==> src/dummy_end.sv <==
`timescale 1ns/100ps
`default_nettype none
`default_nettype wire

==> src/rsec_pkg.sv <==
`default_nettype none
package rsec_pkg;
  // ****************************************************************
  // register indices, byte address is four times the index
  // ****************************************************************
  localparam logic [29:0] IDX_TIMEOUT_CFG = 30'hdf12;
  localparam logic [29:0] IDX_EXIT_CFG = 30'hdf13;
  localparam logic [29:0] IDX_WAKE_PERIOD = 30'hdf30;
  localparam logic [29:0] IDX_WAKE_RES = 30'hdf31;
  localparam logic [29:0] IDX_STATUS = 30'hdf32;
  localparam logic [29:0] IDX_TIMEOUT_US = 30'hdf33;

  // field positions inside radio_exit_state_config
  localparam int CCA_LSB = 4;
  localparam int AFTER_RX_LSB = 2;
  localparam int AFTER_TX_LSB = 0;

  // reset values
  localparam logic [5:0] EXIT_CFG_RST = 6'h30;
  localparam logic [2:0] TIMEOUT_SEL_RST = 3'h7;
  localparam logic [15:0] WAKE_PERIOD_RST = 16'h0000;
  localparam logic [1:0] WAKE_RES_RST = 2'h0;

  // ****************************************************************
  // codes
  // ****************************************************************
  localparam logic [2:0] TIMEOUT_OFF = 3'h7;
  localparam logic [1:0] CCA_ALWAYS = 2'h0;
  localparam logic [1:0] CCA_RSSI = 2'h1;
  localparam logic [1:0] CCA_NO_PKT = 2'h2;
  localparam logic [1:0] CCA_BOTH = 2'h3;
  localparam logic [1:0] NEXT_IDLE = 2'h0;
  localparam logic [1:0] NEXT_FSTX = 2'h1;
  localparam logic [1:0] NEXT_TX = 2'h2;
  localparam logic [1:0] NEXT_RX = 2'h3;
  localparam logic [2:0] HSIZE_WORD = 3'h2;

  // ****************************************************************
  // timing: coefficient c = COEF_SCALE*k/208 per select step halved
  // ****************************************************************
  localparam logic [9:0] COEF_SCALE = 10'h2ee;
  localparam int COEF_SHIFT = 3;
  localparam int REF_MHZ = 26;
  localparam int CLK_PERIOD_NS = 100;
  localparam int NS_PER_US = 1000;
  localparam int CLK_PER_US = (NS_PER_US + CLK_PERIOD_NS - 1) / CLK_PERIOD_NS;

  typedef enum logic [1:0] {
    RSEC_IDLE = 2'b00,
    RSEC_RX = 2'b01,
    RSEC_FSTX = 2'b11,
    RSEC_TX = 2'b10
  } rsec_state_e;

  // resolution multiplier for the top coefficient row
  function automatic logic [3:0] rsec_coef_k(input logic [1:0] res);
    unique case (res)
      2'h0: rsec_coef_k = 4'h1;
      2'h1: rsec_coef_k = 4'h5;
      2'h2: rsec_coef_k = 4'h9;
      2'h3: rsec_coef_k = 4'hd;
    endcase
  endfunction
endpackage
`default_nettype wire

==> src/rsec_rx_timer.sv <==
`timescale 1ns/100ps
`default_nettype none
module rsec_rx_timer
  import rsec_pkg::*;
#(
  parameter int TICKS_PER_US = CLK_PER_US,
  parameter int LIMIT_W = 30
) (
  // clock and reset
  input wire logic clk,
  input wire logic rst_n,
  // control
  input wire logic start,
  input wire logic stop,
  input wire logic enable,
  input wire logic [LIMIT_W-1:0] limit_us,
  // result
  output logic expired
);
  localparam int PRE_W = $clog2(TICKS_PER_US + 1);
  localparam logic [PRE_W-1:0] PRE_LAST = PRE_W'(TICKS_PER_US - 1);

  logic running_ff;
  logic expired_ff;
  logic [PRE_W-1:0] pre_ff;
  logic [LIMIT_W-1:0] us_ff;
  logic tick;
  logic done;

  // one microsecond tick and end of search window
  assign tick = running_ff && (pre_ff == PRE_LAST);
  assign done = tick && ((us_ff + LIMIT_W'(1)) >= limit_us);
  assign expired = expired_ff;

  // search window counter, restarted by each entry to receive
  always_ff @(posedge clk or negedge rst_n) begin
    if (!rst_n) begin
      running_ff <= 1'b0;
      pre_ff <= '0;
      us_ff <= '0;
    end else if (start) begin
      running_ff <= enable; // RULE7
      pre_ff <= '0;
      us_ff <= '0;
    end else if (stop || done) begin
      running_ff <= 1'b0;
    end else if (tick) begin
      pre_ff <= '0;
      us_ff <= us_ff + LIMIT_W'(1); // RULE7
    end else if (running_ff) begin
      pre_ff <= pre_ff + PRE_W'(1);
    end
  end

  // one cycle pulse at the end of the window
  always_ff @(posedge clk or negedge rst_n) begin
    if (!rst_n) begin
      expired_ff <= 1'b0;
    end else begin
      expired_ff <= done && !start && !stop; // RULE7
    end
  end

  timer_fires_a: assert property (@(posedge clk) disable iff (!rst_n)
    done && !start && !stop |=> expired) // RULE7
    else $error("timer did not fire at its limit");
endmodule // rsec_rx_timer
`default_nettype wire

==> src/rsec_top.sv <==
// Function
// [RULE1] timeout is period times coefficient times 26/ref
// [RULE2] coefficients halve per step, code 111 disables
// [RULE3] two-bit policy drives the clear channel flag
// [RULE4] after receive go to selected next state
// [RULE5] software avoids transmit exit with channel assessment
// [RULE6] after transmit go to selected next state
// [RULE7] select field bounds sync search in receive
`timescale 1ns/100ps
`default_nettype none
module rsec_top
  import rsec_pkg::*;
#(
  parameter int REF_FREQ_MHZ = REF_MHZ
) (
  // clock and reset
  input wire logic clk,
  input wire logic rst_n,
  // ahb-lite slave
  input wire logic hsel,
  input wire logic [31:0] haddr,
  input wire logic [1:0] htrans,
  input wire logic hwrite,
  input wire logic [2:0] hsize,
  input wire logic [31:0] hwdata,
  input wire logic hready,
  output logic hreadyout,
  output logic hresp,
  output logic [31:0] hrdata,
  // radio events
  input wire logic rssi_below_thr,
  input wire logic packet_active,
  input wire logic packet_received,
  input wire logic packet_sent,
  input wire logic sync_found,
  input wire logic cmd_idle,
  input wire logic cmd_rx,
  input wire logic cmd_tx,
  // radio outputs
  output logic clear_channel_flag,
  output logic [1:0] radio_state,
  output logic preamble_restart,
  output logic rx_timeout,
  output logic [29:0] timeout_us
);
  // ****************************************************************
  // declarations
  // ****************************************************************
  logic [29:0] addr_ff;
  logic wr_pend_ff;
  logic [5:0] exit_cfg_ff;
  logic [2:0] timeout_sel_ff;
  logic [15:0] wake_period_ff;
  logic [1:0] wake_res_ff;
  logic [29:0] timeout_us_ff;
  logic clear_channel_ff;
  logic preamble_ff;
  rsec_state_e state_ff;
  rsec_state_e nxt_state;
  logic [1:0] clear_channel_policy;
  logic [1:0] after_receive_state;
  logic [1:0] after_transmit_state;
  logic [31:0] nxt_timeout_num;
  logic [31:0] nxt_timeout_shr;
  logic addr_ok;
  logic any_cmd;
  logic rx_start;
  logic rx_stop;

  // index match of a word address
  function automatic logic reg_hit(input logic [29:0] a,
                                   input logic [29:0] idx);
    reg_hit = (a == idx);
  endfunction

  // code of an exit field to radio state
  function automatic rsec_state_e next_of(input logic [1:0] code);
    unique case (code)
      NEXT_IDLE: next_of = RSEC_IDLE;
      NEXT_FSTX: next_of = RSEC_FSTX;
      NEXT_TX: next_of = RSEC_TX;
      NEXT_RX: next_of = RSEC_RX;
    endcase
  endfunction

  // ****************************************************************
  // bus slave
  // ****************************************************************
  // zero wait state, always okay
  assign hreadyout = 1'b1;
  assign hresp = 1'b0;
  assign addr_ok = hsel && htrans[1] && hready;

  // address phase capture
  always_ff @(posedge clk or negedge rst_n) begin
    if (!rst_n) begin
      addr_ff <= '0;
      wr_pend_ff <= 1'b0;
    end else if (hready) begin
      addr_ff <= haddr[31:2];
      wr_pend_ff <= addr_ok && hwrite && (hsize == HSIZE_WORD);
    end
  end

  // exit state configuration register
  always_ff @(posedge clk or negedge rst_n) begin
    if (!rst_n) begin
      exit_cfg_ff <= EXIT_CFG_RST;
    end else if (wr_pend_ff && reg_hit(addr_ff, IDX_EXIT_CFG)) begin
      exit_cfg_ff <= hwdata[5:0];
    end
  end

  // receive timeout configuration registers
  always_ff @(posedge clk or negedge rst_n) begin
    if (!rst_n) begin
      timeout_sel_ff <= TIMEOUT_SEL_RST;
      wake_period_ff <= WAKE_PERIOD_RST;
      wake_res_ff <= WAKE_RES_RST;
    end else if (wr_pend_ff) begin
      if (reg_hit(addr_ff, IDX_TIMEOUT_CFG)) begin
        timeout_sel_ff <= hwdata[2:0];
      end
      if (reg_hit(addr_ff, IDX_WAKE_PERIOD)) begin
        wake_period_ff <= hwdata[15:0];
      end
      if (reg_hit(addr_ff, IDX_WAKE_RES)) begin
        wake_res_ff <= hwdata[1:0];
      end
    end
  end

  // read data mux, unmapped reads as zero
  always_comb begin
    hrdata = '0;
    if (reg_hit(addr_ff, IDX_EXIT_CFG)) begin
      hrdata = {26'h0, exit_cfg_ff};
    end else if (reg_hit(addr_ff, IDX_TIMEOUT_CFG)) begin
      hrdata = {29'h0, timeout_sel_ff};
    end else if (reg_hit(addr_ff, IDX_WAKE_PERIOD)) begin
      hrdata = {16'h0000, wake_period_ff};
    end else if (reg_hit(addr_ff, IDX_WAKE_RES)) begin
      hrdata = {30'h0, wake_res_ff};
    end else if (reg_hit(addr_ff, IDX_STATUS)) begin
      hrdata = {28'h0000000, preamble_ff, clear_channel_ff, state_ff};
    end else if (reg_hit(addr_ff, IDX_TIMEOUT_US)) begin
      hrdata = {2'h0, timeout_us_ff};
    end
  end

  // ****************************************************************
  // field views
  // ****************************************************************
  assign clear_channel_policy = exit_cfg_ff[CCA_LSB +: 2];
  assign after_receive_state = exit_cfg_ff[AFTER_RX_LSB +: 2];
  assign after_transmit_state = exit_cfg_ff[AFTER_TX_LSB +: 2];

  // ****************************************************************
  // receive timeout in microseconds
  // ****************************************************************
  // period*750*k/(208*2^sel) *26/ref = period*750*k/(2^(sel+3)*ref)
  always_comb begin
    nxt_timeout_num = 32'(wake_period_ff) * 32'(COEF_SCALE)
                      * 32'(rsec_coef_k(wake_res_ff)); // RULE1
    nxt_timeout_shr = nxt_timeout_num >> (timeout_sel_ff + COEF_SHIFT); // RULE2
  end

  always_ff @(posedge clk or negedge rst_n) begin
    if (!rst_n) begin
      timeout_us_ff <= '0;
    end else begin
      timeout_us_ff <= 30'(nxt_timeout_shr / 32'(REF_FREQ_MHZ)); // RULE1
    end
  end
  assign timeout_us = timeout_us_ff;

  // ****************************************************************
  // clear channel flag
  // ****************************************************************
  always_ff @(posedge clk or negedge rst_n) begin
    if (!rst_n) begin
      clear_channel_ff <= 1'b1;
    end else begin
      unique case (clear_channel_policy) // RULE3
        CCA_ALWAYS: clear_channel_ff <= 1'b1;
        CCA_RSSI: clear_channel_ff <= rssi_below_thr;
        CCA_NO_PKT: clear_channel_ff <= !packet_active;
        CCA_BOTH: clear_channel_ff <= rssi_below_thr && !packet_active;
      endcase
    end
  end
  assign clear_channel_flag = clear_channel_ff;

  // ****************************************************************
  // radio state after packet end
  // ****************************************************************
  assign any_cmd = cmd_idle || cmd_rx || cmd_tx;

  always_comb begin
    nxt_state = state_ff;
    if (cmd_idle) begin
      nxt_state = RSEC_IDLE;
    end else if (cmd_rx) begin
      nxt_state = RSEC_RX;
    end else if (cmd_tx) begin
      nxt_state = RSEC_TX;
    end else if (state_ff == RSEC_RX && packet_received) begin
      nxt_state = next_of(after_receive_state); // RULE4
    end else if (state_ff == RSEC_RX && rx_timeout) begin
      nxt_state = RSEC_IDLE; // RULE7
    end else if (state_ff == RSEC_TX && packet_sent) begin
      nxt_state = next_of(after_transmit_state); // RULE6
    end
  end

  always_ff @(posedge clk or negedge rst_n) begin
    if (!rst_n) begin
      state_ff <= RSEC_IDLE;
    end else begin
      state_ff <= nxt_state;
    end
  end
  assign radio_state = state_ff;

  // new preamble when transmit repeats
  always_ff @(posedge clk or negedge rst_n) begin
    if (!rst_n) begin
      preamble_ff <= 1'b0;
    end else begin
      preamble_ff <= !any_cmd && state_ff == RSEC_TX && packet_sent
                     && after_transmit_state == NEXT_TX; // RULE6
    end
  end
  assign preamble_restart = preamble_ff;

  // ****************************************************************
  // sync search timer
  // ****************************************************************
  assign rx_start = nxt_state == RSEC_RX
                    && (state_ff != RSEC_RX || packet_received || cmd_rx);
  // a select of 111 written mid-search also cancels the running window
  assign rx_stop = sync_found || nxt_state != RSEC_RX
                   || timeout_sel_ff == TIMEOUT_OFF; // RULE2

  rsec_rx_timer #(
    .TICKS_PER_US(CLK_PER_US),
    .LIMIT_W(30)
  ) u_timer (
    .clk(clk),
    .rst_n(rst_n),
    .start(rx_start),
    .stop(rx_stop),
    .enable(timeout_sel_ff != TIMEOUT_OFF), // RULE2
    .limit_us(timeout_us_ff),
    .expired(rx_timeout)
  );

  // ****************************************************************
  // checks
  // ****************************************************************
  timeout_example_a: assert property (@(posedge clk) disable iff (!rst_n) // RULE1
    (wake_period_ff == 16'd34666 && wake_res_ff == 2'h0
     && timeout_sel_ff == 3'h6) [*2] |-> timeout_us_ff == 30'd1953)
    else $error("receive timeout value wrong");

  timeout_off_a: assert property (@(posedge clk) disable iff (!rst_n) // RULE2
    (timeout_sel_ff == TIMEOUT_OFF) [*2] |-> !rx_timeout)
    else $error("timeout fired while disabled");

  cca_rssi_a: assert property (@(posedge clk) disable iff (!rst_n) // RULE3
    clear_channel_policy == CCA_RSSI
    |=> clear_channel_flag == $past(rssi_below_thr))
    else $error("clear flag ignores signal level");

  cca_both_a: assert property (@(posedge clk) disable iff (!rst_n) // RULE3
    clear_channel_policy == CCA_BOTH
    |=> clear_channel_flag
        == ($past(rssi_below_thr) && !$past(packet_active)))
    else $error("clear flag combined policy wrong");

  after_rx_a: assert property (@(posedge clk) disable iff (!rst_n) // RULE4
    state_ff == RSEC_RX && packet_received && !any_cmd
    && after_receive_state == NEXT_TX |=> state_ff == RSEC_TX)
    else $error("wrong state after receive");

  after_tx_a: assert property (@(posedge clk) disable iff (!rst_n) // RULE6
    state_ff == RSEC_TX && packet_sent && !any_cmd
    && after_transmit_state == NEXT_RX |=> state_ff == RSEC_RX ##1 1)
    else $error("wrong state after transmit");

  tx_repeat_a: assert property (@(posedge clk) disable iff (!rst_n) // RULE6
    $rose(preamble_restart) |-> state_ff == RSEC_TX
    && $past(after_transmit_state) == NEXT_TX)
    else $error("preamble restart without repeat");
endmodule // rsec_top
`default_nettype wire

==> config.mk <==
export PLATFORM = sky130hd
export DESIGN_NAME = rsec_top
export DESIGN_NICKNAME = d
export VERILOG_FILES = /design/src/dummy_end.sv /design/src/rsec_pkg.sv /design/src/rsec_rx_timer.sv /design/src/rsec_top.sv
export SDC_FILE = /design/constraint.sdc
export NUM_CORES = 1
export LEC_CHECK = 0
export BUFFER_PORTS_ARGS = -buffer_cell sky130_fd_sc_hd__buf_2
export CAP_MARGIN = 20
export CORE_UTILIZATION = 65
export CTS_CLUSTER_SIZE = 16
export DETAILED_ROUTE_END_ITERATION = 8
export HOLD_SLACK_MARGIN = 0.15
export PLACE_DENSITY = 0.93
export SYNTH_ARGS = -nofsm -noshare
export SYNTH_HDL_FRONTEND = slang
export SYNTH_HIERARCHICAL = 1
export SYNTH_SLANG_ARGS = --single-unit
==> constraint.sdc <==
create_clock -name clk -period 54.4 [get_ports clk]
set_input_delay 8.16 -clock clk [delete_from_list [all_inputs] [get_ports clk]]
set_output_delay 8.16 -clock clk [all_outputs]
set_load 0.02 [all_outputs]
After elaboration in Yosys (flattened, before gate mapping):

Index checks and enable logic that the tools add are counted.

* $add $sub $neg: 3
* $mul: 2
* div/mod/pow operators: 1
* magnitude comparators: 1
* eq/ne operators: 28
* shift operators: 1
* multiplexer cells: 25
* reduce and logical (&&, ||, !) cells: 40

Operators by type and width (number)
* $mux 30: 9
* $eq 30x16->1 const B: 6
* $div 32x5->32 const B: 1
* $shr 30x4->32: 1
* $add 30x1->30 const B: 1
* $ge 30x30->1: 1
* $mul 25x4->29: 1
* $mul 16x9->25 const B: 1
* $eq 2x2->1 const B: 9
* $logic_and 1x1->1: 17
* $mux 4: 4
* $pmux 2 s4: 2
* $pmux 4 s4: 1
* $eq 2x1->1 const B: 6
* $mux 2: 6
* $reduce_and 2->1: 5
* $logic_not 2->1: 4
* $logic_or 1x1->1: 7
* $ne 2x1->1 const B: 3
* $add 3x2->4 const B: 1
* $add 4x1->4 const B: 1
* $eq 4x4->1 const B: 1
* $logic_not 1->1: 4
* $pmux 1 s4: 1
* 6 further kinds: 8

* register bits after elaboration: 128
* input bits: 82
* output and inout port bits: 69
* word-level logic and storage cells: 115

Depth between registers and ports, before layout:

Gate-level depths: netlist of run 1.

* depth after elaboration: 14
* depth in mapped cells: 99
* gate-level depth less buffers: 89

Modules after synthesis:

The synthesis of run 1 kept the hierarchy.

By module, submodules not included
* rsec_top: times used 1, cells each 1938, area an instance 16166.8 sq um, seq. area each 2134.5 sq um
* rsec_rx_timer: times used 1, cells each 378, area an instance 3176.8 sq um, seq. area each 900.9 sq um

Least setup slack after synthesis of run 1:

OpenSTA, ideal clock, no wires.

* path kind: flip-flop to flip-flop
* from: register wake_period_ff[5]
* to: register timeout_us_ff[0] (netlist: timeout_us[0])
* setup time: 101 ps
* data arrival time: 19336 ps
* path slack: 34963 ps
* stages on the path, launching flop included: 89
* buffers on the path: 9
* clock period less this slack: 19437 ps
* path through: dfrtp_1 > fa_1 > inv_1 > fa_1 > fa_1 > fa_1 > inv_1 > ha_1 > a21oi_1 > o21bai_1 > a21oi_1 > o21bai_1 > a21oi_1 > o21bai_1 > a21oi_1 > o21bai_1 > a21oi_1 > o21bai_1 > (+53 left out) > o21a_2 > nor3_4 > inv_2 > a2111o_1 > nor4_1 > or3_1 > mux2_2 > a41oi_2 > buf_4 > a21oi_1 > o41ai_2 > buf_2 > o32ai_1 > a22oi_1 > o311ai_0 > a211oi_1 > nor3_1 > o32ai_1

* longest elaborated chain between the ends: 4

Ends and longest elaborated chain
* start: declaration: line rsec_top.sv:53 `logic [15:0] wake_period_ff;`
* start signal: assignment: line rsec_top.sv:125 `wake_period_ff <= hwdata[15:0];`
* $mul 16x9->25: line rsec_top.sv:163 `nxt_timeout_num = 32'(wake_period_ff) * 32'(COEF_SCALE)`
* $mul 25x4->29: line rsec_top.sv:164 `* 32'(rsec_coef_k(wake_res_ff));`
* $shr 30x4->32: line rsec_top.sv:165 `nxt_timeout_shr = nxt_timeout_num >> (timeout_sel_ff + COEF_SHIFT);`
* $div 32x5->32: line rsec_top.sv:172 `timeout_us_ff <= 30'(nxt_timeout_shr / 32'(REF_FREQ_MHZ));`
* end signal: assignment: line rsec_top.sv:172
* end: declaration: line rsec_top.sv:55 `logic [29:0] timeout_us_ff;`

No other way between the ends.
A chain may end at the register's enable or synchronous reset.

Final worst setup path of run 1:

* from: register wake_period_ff[6]
* to: register timeout_us_ff[0] (netlist: timeout_us[0])

The elaborated chain is that of the path after synthesis.

==> results of run 1 <==
[final cells by class]
| cell class | instances | area [sq um] |
|---|---|---|
| Sequential cell | 121 | 3040 |
| Tap cell | 384 | 480 |
| Timing Repair Buffer | 127 | 697 |
| Clock inverter | 13 | 239 |
| Fill cell | 2100 | 8500 |
| Clock buffer | 19 | 433 |
| Inverter | 300 | 1130 |
| Multi-Input combinational cell | 1788 | 14500 |
[flip-flops by register name, indices dropped and copies added, names as in the netlist]
name,cells
addr_ff,30
u_timer/us_ff,30
timeout_us,23
wake_period_ff,16
exit_cfg_ff,6
u_timer/pre_ff,4
timeout_sel_ff,3
radio_state,2
wake_res_ff,2
clear_channel_flag,1
preamble_restart,1
u_timer/expired,1
u_timer/running_ff,1
wr_pend_ff,1
[routing by layer]
layer  wire (um)  global-route usage [%]  vias to the layer above
met5           0                       0                        -
met2       26200                    61.7                     1057
met3        5180                    8.14                      264
met1       21600                    43.9                     8916
li1            -                       -                     8403
met4        2790                    18.0                        0
[placed cells by master, fill, tap and decap left out, types with 12 or more instances in the layout]
cell                        instances
sky130_fd_sc_hd__a21o_1            22
sky130_fd_sc_hd__o41ai_1           14
sky130_fd_sc_hd__and3_1            26
sky130_fd_sc_hd__nor4_1            20
sky130_fd_sc_hd__o211ai_1          30
sky130_fd_sc_hd__o21ai_0           55
sky130_fd_sc_hd__conb_1            25
sky130_fd_sc_hd__nand3_1           66
sky130_fd_sc_hd__a211oi_1          30
sky130_fd_sc_hd__nand2b_1          13
sky130_fd_sc_hd__a31oi_1           17
sky130_fd_sc_hd__and2_1            80
sky130_fd_sc_hd__a31o_2            17
sky130_fd_sc_hd__o21ai_1           25
sky130_fd_sc_hd__ha_1             162
sky130_fd_sc_hd__inv_1            290
sky130_fd_sc_hd__dfrtp_1          115
sky130_fd_sc_hd__nor3_1            50
sky130_fd_sc_hd__nor2_1           121
sky130_fd_sc_hd__xnor2_1           73
sky130_fd_sc_hd__buf_4             13
sky130_fd_sc_hd__mux2i_1           65
sky130_fd_sc_hd__buf_2            112
sky130_fd_sc_hd__fa_1              90
sky130_fd_sc_hd__xor2_1            13
sky130_fd_sc_hd__mux2_2            79
sky130_fd_sc_hd__a21oi_1          137
sky130_fd_sc_hd__a22o_1            14
sky130_fd_sc_hd__o21bai_1          23
sky130_fd_sc_hd__nor2b_1           14
sky130_fd_sc_hd__clkbuf_16         17
sky130_fd_sc_hd__o31ai_1           12
sky130_fd_sc_hd__nand4_1           48
sky130_fd_sc_hd__o21a_1            15
sky130_fd_sc_hd__nand2_1          132
[logic make-up after synthesis]
logic type      count (synthesis)  share of synthesized area (%)
buf+inv                       430                           9.94
mux                           149                           8.40
xor+xnor                       92                           4.46
fa+ha+maj                     256                           20.0
flops                         121                           15.7
compound gates                594                           22.8
other cells                     2                         0.0388
simple gates                  672                           18.7
[stage by stage]
step	utilization (%)	setup WS (ns)	std cells
3_3_place_gp	68.3	30.56	2718
2_1_floorplan	-	34.96	2339
4_1_cts	70.6	29.72	2750
5_1_grt	70.7	27.35	2752
3_5_place_dp	68.3	29.86	2718
6_report	70.7	29.06	2752
[cell usage after synthesis, types with 13 or more instances]
cell type	count
sky130_fd_sc_hd__inv_1	290
sky130_fd_sc_hd__ha_1	162
sky130_fd_sc_hd__a21oi_1	137
sky130_fd_sc_hd__nand2_1	132
sky130_fd_sc_hd__nor2_1	121
sky130_fd_sc_hd__dfrtp_1	115
sky130_fd_sc_hd__fa_1	90
sky130_fd_sc_hd__and2_1	80
sky130_fd_sc_hd__mux2_2	79
sky130_fd_sc_hd__xnor2_1	73
sky130_fd_sc_hd__nand3_1	66
sky130_fd_sc_hd__mux2i_1	65
sky130_fd_sc_hd__o21ai_0	55
sky130_fd_sc_hd__nor3_1	51
sky130_fd_sc_hd__nand4_1	48
sky130_fd_sc_hd__buf_4	41
sky130_fd_sc_hd__clkbuf_1	37
sky130_fd_sc_hd__a211oi_1	31
sky130_fd_sc_hd__buf_2	30
sky130_fd_sc_hd__o211ai_1	30
sky130_fd_sc_hd__and3_1	26
sky130_fd_sc_hd__o21ai_1	25
sky130_fd_sc_hd__o21bai_1	23
sky130_fd_sc_hd__a21o_1	22
sky130_fd_sc_hd__nor4_1	20
sky130_fd_sc_hd__a31o_2	17
sky130_fd_sc_hd__a31oi_1	17
sky130_fd_sc_hd__o21a_1	15
sky130_fd_sc_hd__a22o_1	14
sky130_fd_sc_hd__nor2b_1	14
sky130_fd_sc_hd__o41ai_1	14
sky130_fd_sc_hd__nand2b_1	13
sky130_fd_sc_hd__o31ai_1	13
sky130_fd_sc_hd__xor2_1	13
[path summary, 6_finish.rpt]
check,startpoint,end
hold reg to reg,addr_ff[29],addr_ff[29]
hold / removal,addr_ff[29],addr_ff[29]
setup / recovery,wake_period_ff[6],timeout_us[0]
max in group asynchronous,rst_n,u_timer/us_ff[18]
setup reg to reg,wake_period_ff[6],timeout_us[0]
min in group asynchronous,rst_n,addr_ff[7]
==> impl_metrics.sql, run 1 <==
INSERT INTO impl_metrics (metric_group, metric, value, unit) VALUES
('floorplan', 'die_y', '175', 'um'),
('synth', 'synthTopCellsByArea', 'sky130_fd_sc_hd__dfrtp_1, sky130_fd_sc_hd__ha_1, sky130_fd_sc_hd__fa_1', ''),
('grt', 'first_global_vias', '18200', ''),
('timing', 'maxSlewViolCount', '0', ''),
('detailed_routing', 'route.detailed.drc', '0', ''),
('critical_path', 'critical_path_cell_count', '83', ''),
('floorplan', 'core_area', '29000', 'sq um'),
('critical_path', 'crit_path_max_cell_delay', '0.95', 'ns'),
('critical_path', 'crit_required', '54.71', 'ns'),
('grt', 'grt_antenna_before_repair', '1', ''),
('detailed_routing', 'route.detailed.wl_per_inst', '20.3', 'um'),
('timing', 'post-route-period-util', '46.6', '%'),
('min_path', 'min_path_cells', '1', ''),
('clock_tree', 'clock_tree.htree_level_count', '4', ''),
('synth', 'asyncSetResetFlopFracSynth', '100', '%'),
('critical_path', 'timing.critical_path.slowest_stage_cell', 'sky130_fd_sc_hd__o41ai_2', ''),
('timing', 'maxSlewHeadroom', '24.8', '%'),
('synth', 'syn-instance-count', '2316', ''),
('synth', 'synth-edff-count', '0', ''),
('grt', 'grt_remaining_overflow', '0', ''),
('synth', 'synth_ff_type', 'sky130_fd_sc_hd__dfrtp_1', ''),
('finish', 'areaGrowthSynthToFinish', '6.05', '%'),
('timing', 'timing_worst_slew_pin_value', '1.12', 'ns'),
('detailed_routing', 'detail_route.first_pass.iterations', '6', ''),
('floorplan', 'die-width', '175', 'um'),
('critical_path', 'reg2regPathDepth', '83', ''),
('critical_path', 'worst_path_top_cell_family_by_delay', 'compound AO/OA/AOI/OAI gates', ''),
('clock_tree', 'quantity_of_gates_resized_following_cts', '0', ''),
('synth', 'syn_avg_cell_area', '8.35', 'sq um'),
('timing', 'number_of_hold_violations_in_the_final_report', '0', ''),
('clock_tree', 'bufs_on_longest_clock_path', '2', ''),
('floorplan', 'die_area', '30500', 'sq um'),
('critical_path', 'crit_fanout', '22', ''),
('clock_tree', 'tritoncts', 'built', ''),
('grt', 'grt_usage', '36.6', '%'),
('timing', 'totalNegativeSetupSlack', '0', 'ns'),
('run_status', 'status', 'complete, no violations', ''),
('grt', 'grt_pass1_wl', '91300', 'um'),
('timing', 'setup_viol', '0', ''),
('min_path', 'hold_path.class', 'reg -> reg', ''),
('critical_path', 'critical_path_start_end_classification', 'reg -> reg', ''),
('placement', 'placed_cell_area', '19800', 'sq um'),
('critical_path', 'critPathCaptureType', 'flip-flop', ''),
('floorplan', 'ioPinCount', '151', ''),
('clock_tree', 'cts_post_setup_buffers_inserted', '0', ''),
('finish', 'stdcell_area', '20500', 'sq um'),
('clock_tree', 'clk_pin_slew', '0.06', 'ns'),
('detailed_routing', 'drt-total-wl', '55800', 'um'),
('critical_path', 'arrival', '25.65', 'ns'),
('clock_tree', 'clkSinkCount', '121', ''),
('placement', 'post-dp-hpwl', '40500', 'um'),
('job', 'max_cap_viol_count', '0', ''),
('critical_path', 'crit_path_frequent_cell', 'sky130_fd_sc_hd__a21oi_1', ''),
('detailed_routing', 'first_iter_violations', '2123', ''),
('clock_tree', 'insertion_delay', '0.43', 'ns'),
('clock_tree', 'cts_hold_buffers', '0', ''),
('critical_path', 'setup.reg_to_reg.worst_slack', '29.06', 'ns'),
('detailed_routing', 'routed_via_density', '6.77', ''),
('synth', 'yosys.cell_types.count', '142', ''),
('timing', 'worst_case_hold_slack', '0.509', 'ns'),
('critical_path', 'setup.worst_path.start_class', 'flip-flop', ''),
('grt', 'grt_max_degree', '79', ''),
('floorplan', 'placementRows', '62', ''),
('timing', 'skew_final', '0.0102', 'ns'),
('floorplan', 'initial_utilization', '66.7', '%'),
('detailed_routing', 'via_count', '18600', ''),
('finish', 'insertedDiodeCount', '0', ''),
('finish', 'nets', '2689', ''),
('timing', 'achievable_frequency', '39.5', 'MHz'),
('synth', 'ys_warn_count', '6', ''),
('finish', 'layout-drive-gt1-share', '14.7', '%'),
('synth', 'synthDominantAreaCellType', 'sky130_fd_sc_hd__dfrtp_1', ''),
('critical_path', 'critPathBufInv', '7', ''),
('timing', 'grt_setup_unrepaired', 'no', ''),
('timing', 'timing.final.crit_period', '25.34', 'ns'),
('synth', 'synth_area', '19300', 'sq um'),
('clock_tree', 'cts_root_buf', 'sky130_fd_sc_hd__clkbuf_16', ''),
('clock_tree', 'tritoncts.num_buffers', '17', ''),
('placement', 'globalplace.congestion', '0.960', ''),
('placement', 'port_buffers', '113', ''),
('detailed_routing', 'drtAntennaViolNets', '0', ''),
('synth', 'synth_top_area_share', '14.9', '%'),
('synth', 'ys_ff_latch', '121', ''),
('synth', 'yosysSeqAreaShare', '15.7', '%');
Power of run 1 is not shown: default switching activity piles up to over one toggle a cycle in this logic, so the estimate is an artifact.
==> inputs of run 2 (changes only) <==
--- a/config.mk
+++ b/config.mk
@@ -5,13 +5,14 @@
 export SDC_FILE = /design/constraint.sdc
 export NUM_CORES = 1
 export LEC_CHECK = 0
+export ABC_AREA = 1
 export BUFFER_PORTS_ARGS = -buffer_cell sky130_fd_sc_hd__buf_2
 export CAP_MARGIN = 20
-export CORE_UTILIZATION = 65
+export CORE_UTILIZATION = 56
 export CTS_CLUSTER_SIZE = 16
 export DETAILED_ROUTE_END_ITERATION = 8
 export HOLD_SLACK_MARGIN = 0.15
-export PLACE_DENSITY = 0.93
+export PLACE_DENSITY = 0.87
 export SYNTH_ARGS = -nofsm -noshare
 export SYNTH_HDL_FRONTEND = slang
 export SYNTH_HIERARCHICAL = 1
==> constraint.sdc (replaced) <==
create_clock -name clk -period 20.6 [get_ports clk]
set_input_delay 3.09 -clock clk [delete_from_list [all_inputs] [get_ports clk]]
set_output_delay 3.09 -clock clk [all_outputs]
set_load 0.02 [all_outputs]
==> run 2 against run 1 <==
Net effect: final area down 11%; utilization down 7.9 points; critical path depth up 52; area after synthesis down 14%; clock skew down 0.0011 ns; via count down 16%; maximum frequency up 44%; die area down 0.24%; final cell count up 5.9%; hold slack worse by 0.043 ns; first-iteration DRC count down 37%; global-route usage down 8.1 points.
==> impl_metrics.sql, run 2 <==
INSERT INTO impl_metrics (metric_group, metric, value, unit) VALUES
('job', 'max_cap_viol_count', '0', ''),
('synth', 'synth_area', '16600', 'sq um'),
('clock_tree', 'quantity_of_gates_resized_following_cts', '0', ''),
('synth', 'synthTopCellsByArea', 'sky130_fd_sc_hd__dfrtp_1, sky130_fd_sc_hd__nand2_1, sky130_fd_sc_hd__ha_1', ''),
('grt', 'grt_max_degree', '69', ''),
('timing', 'totalNegativeSetupSlack', '0', 'ns'),
('placement', 'post-dp-hpwl', '33000', 'um'),
('critical_path', 'reg2regPathDepth', '135', ''),
('grt', 'grt_pass1_wl', '71500', 'um'),
('critical_path', 'crit_path_max_cell_delay', '0.63', 'ns'),
('synth', 'yosys.cell_types.count', '56', ''),
('clock_tree', 'clock_tree.htree_level_count', '4', ''),
('grt', 'grt_antenna_before_repair', '0', ''),
('finish', 'fill_cells', '2394', ''),
('grt', 'grt_usage', '28.5', '%'),
('detailed_routing', 'route.detailed.drc', '0', ''),
('finish', 'stdcell_area', '18200', 'sq um'),
('floorplan', 'die_area', '30400', 'sq um'),
('synth', 'synth.cells.most_frequent', 'sky130_fd_sc_hd__nand2_1, sky130_fd_sc_hd__inv_1, sky130_fd_sc_hd__ha_1', ''),
('placement', 'pre_cts_slack', '3.40', 'ns'),
('detailed_routing', 'first_iter_violations', '1328', ''),
('detailed_routing', 'route.detailed.wl_per_inst', '14.3', 'um'),
('clock_tree', 'bufs_on_longest_clock_path', '2', ''),
('min_path', 'hold-path-endpoint', 'addr_ff[8]', ''),
('synth', 'syn-instance-count', '2415', ''),
('clock_tree', 'cts_root_buf', 'sky130_fd_sc_hd__clkbuf_16', ''),
('synth', 'syn_avg_cell_area', '6.88', 'sq um'),
('critical_path', 'setup.reg_to_reg.worst_slack', '3.01', 'ns'),
('synth', 'synthDominantAreaCellType', 'sky130_fd_sc_hd__dfrtp_1', ''),
('grt', 'grt_remaining_overflow', '0', ''),
('floorplan', 'placementRows', '62', ''),
('synth', 'post-synth-top-count-cell', 'sky130_fd_sc_hd__nand2_1', ''),
('clock_tree', 'tritoncts', 'built', ''),
('critical_path', 'critPathCaptureType', 'flip-flop', ''),
('synth', 'ys_ff_latch', '121', ''),
('clock_tree', 'cts_post_setup_buffers_inserted', '0', ''),
('synth', 'synth-edff-count', '0', ''),
('clock_tree', 'clk_pin_slew', '0.06', 'ns'),
('finish', 'leading_cell_type_in_the_layout_fill_and_taps_excluded', 'sky130_fd_sc_hd__nand2_1', ''),
('critical_path', 'rr_startpoint', 'wake_period_ff[5]', ''),
('clock_tree', 'insertion_delay', '0.43', 'ns'),
('critical_path', 'critical_path_start_end_classification', 'reg -> reg', ''),
('finish', 'areaGrowthSynthToFinish', '9.35', '%'),
('clock_tree', 'cts_hold_buffers', '0', ''),
('detailed_routing', 'detail_route.first_pass.iterations', '6', ''),
('timing', 'skew_final', '0.00908', 'ns'),
('critical_path', 'crit_required', '20.92', 'ns'),
('critical_path', 'crit_path_frequent_cell', 'sky130_fd_sc_hd__nand2_2', ''),
('timing', 'achievable_frequency', '56.8', 'MHz'),
('critical_path', 'worst_path_top_cell_family_by_delay', 'simple AND/OR/NAND/NOR gates', ''),
('timing', 'maxSlewViolCount', '0', ''),
('timing', 'setup_viol', '0', ''),
('detailed_routing', 'via_count', '15600', ''),
('timing', 'layout_setup_ws', '3.01', 'ns'),
('min_path', 'hp-start', 'addr_ff[8]', ''),
('clock_tree', 'clkSinkCount', '121', ''),
('detailed_routing', 'drtAntennaViolNets', '0', ''),
('run_status', 'status', 'complete, no violations', ''),
('critical_path', 'timing.critical_path.slowest_stage_cell', 'sky130_fd_sc_hd__fa_1', ''),
('synth', 'synth_ff_type', 'sky130_fd_sc_hd__dfrtp_1', ''),
('finish', 'final_cell_mix', 'sky130_fd_sc_hd__nand2_1, sky130_fd_sc_hd__inv_1, sky130_fd_sc_hd__ha_1', ''),
('min_path', 'min_path_cells', '2', ''),
('floorplan', 'ioPinCount', '151', ''),
('critical_path', 'crit_fanout', '9', ''),
('placement', 'port_buffers', '113', ''),
('synth', 'yosysSeqAreaShare', '18.3', '%'),
('critical_path', 'arrival', '17.91', 'ns'),
('synth', 'synth_top_area_share', '17.3', '%'),
('critical_path', 'setup.worst_path.start_class', 'flip-flop', ''),
('floorplan', 'core_area', '28900', 'sq um'),
('timing', 'number_of_hold_violations_in_the_final_report', '0', ''),
('floorplan', 'die_y', '174', 'um'),
('grt', 'first_global_vias', '15600', ''),
('critical_path', 'worst_reg2reg_path_endpoint', 'timeout_us[0]', ''),
('timing', 'maxSlewHeadroom', '31.8', '%'),
('timing', 'grt_setup_unrepaired', 'no', ''),
('placement', 'globalplace.congestion', '0.975', ''),
('timing', 'timing_worst_slew_pin_value', '1.01', 'ns'),
('finish', 'nets', '2850', ''),
('placement', 'placed_cell_area', '17500', 'sq um'),
('min_path', 'hold_path.class', 'reg -> reg', ''),
('synth', 'ys_warn_count', '6', ''),
('critical_path', 'critPathBufInv', '6', ''),
('finish', 'layout-drive-gt1-share', '14.9', '%'),
('timing', 'post-route-period-util', '85.4', '%'),
('synth', 'asyncSetResetFlopFracSynth', '100', '%'),
('floorplan', 'die-width', '174', 'um'),
('clock_tree', 'tritoncts.num_buffers', '17', ''),
('finish', 'insertedDiodeCount', '0', ''),
('detailed_routing', 'routed_via_density', '5.37', ''),
('timing', 'timing.final.crit_period', '17.59', 'ns'),
('detailed_routing', 'drt-total-wl', '41800', 'um'),
('floorplan', 'initial_utilization', '57.5', '%');
[run 2: area by class of cell]
class / count / area [sq um] / share of cell area (%)
inverters: 526 / 1970 / 10.9
flip-flops and latches: 121 / 3040 / 16.7
clock buffers: 19 / 443 / 2.44
well taps: 384 / 480 / 2.64
clock inverters: 13 / 246 / 1.36
repair buffers: 117 / 622 / 3.42
multi-input cells: 1733 / 11400 / 62.6
[run 2: worst max-delay path by stage]
stage,end,cells after the start,slack (ns),from
2_1_floorplan,timeout_us[0],135,5.73,wake_period_ff[5]
3_3_place_gp,timeout_us[0],135,4.16,wake_period_ff[7]
3_5_place_dp,timeout_us[0],137,3.40,wake_period_ff[7]
4_1_cts,timeout_us[0],137,3.19,wake_period_ff[7]
5_1_grt,timeout_us[0],135,1.29,wake_period_ff[7]
6_report,timeout_us[0],135,3.01,wake_period_ff[5]
[run 2: stage by stage]
| stage | std cells | hold slack [ns] | util, % |
|---|---|---|---|
| 3_3_place_gp | 2879 | 0.454 | 60.3 |
| 6_report | 2913 | 0.466 | 62.8 |
| 5_1_grt | 2913 | 0.504 | 62.8 |
| 4_1_cts | 2913 | 0.473 | 62.8 |
| 2_1_floorplan | 2438 | 0.442 | - |
| 3_5_place_dp | 2881 | 0.461 | 60.4 |
[run 2: kinds of logic (layout without fill, tap and decap cells)]
kind of cell,after synthesis,in the layout,share of synthesized area [%]
DFF,121,121,18.3
muxes,10,10,0.677
other,2,25,0.0452
buffers and inverters,584,675,13.9
and+or+nand+nor,1122,1122,31.6
adders and majority gates,252,252,23.0
AOI/OAI and AO/OA,247,247,8.47
xor gates and xnor gates,77,77,4.06
[run 2: tightest hold or removal path: cells and delay by family (launching register included)]
family / cells / cell delay [ns]
and+or+nand+nor: 2 / 0.10
DFF: 1 / 0.33
[run 2: per-layer routing]
layer  GRT usage, %  up-vias  part of all wire [%]
li1               -     7647                     -
met1           33.8     7309                    41
met4           13.5        0                   4.4
met5              0        -                     0
met3           3.11      117                   5.2
met2           51.3      556                    49
Power of run 2 is left out for the same reason.
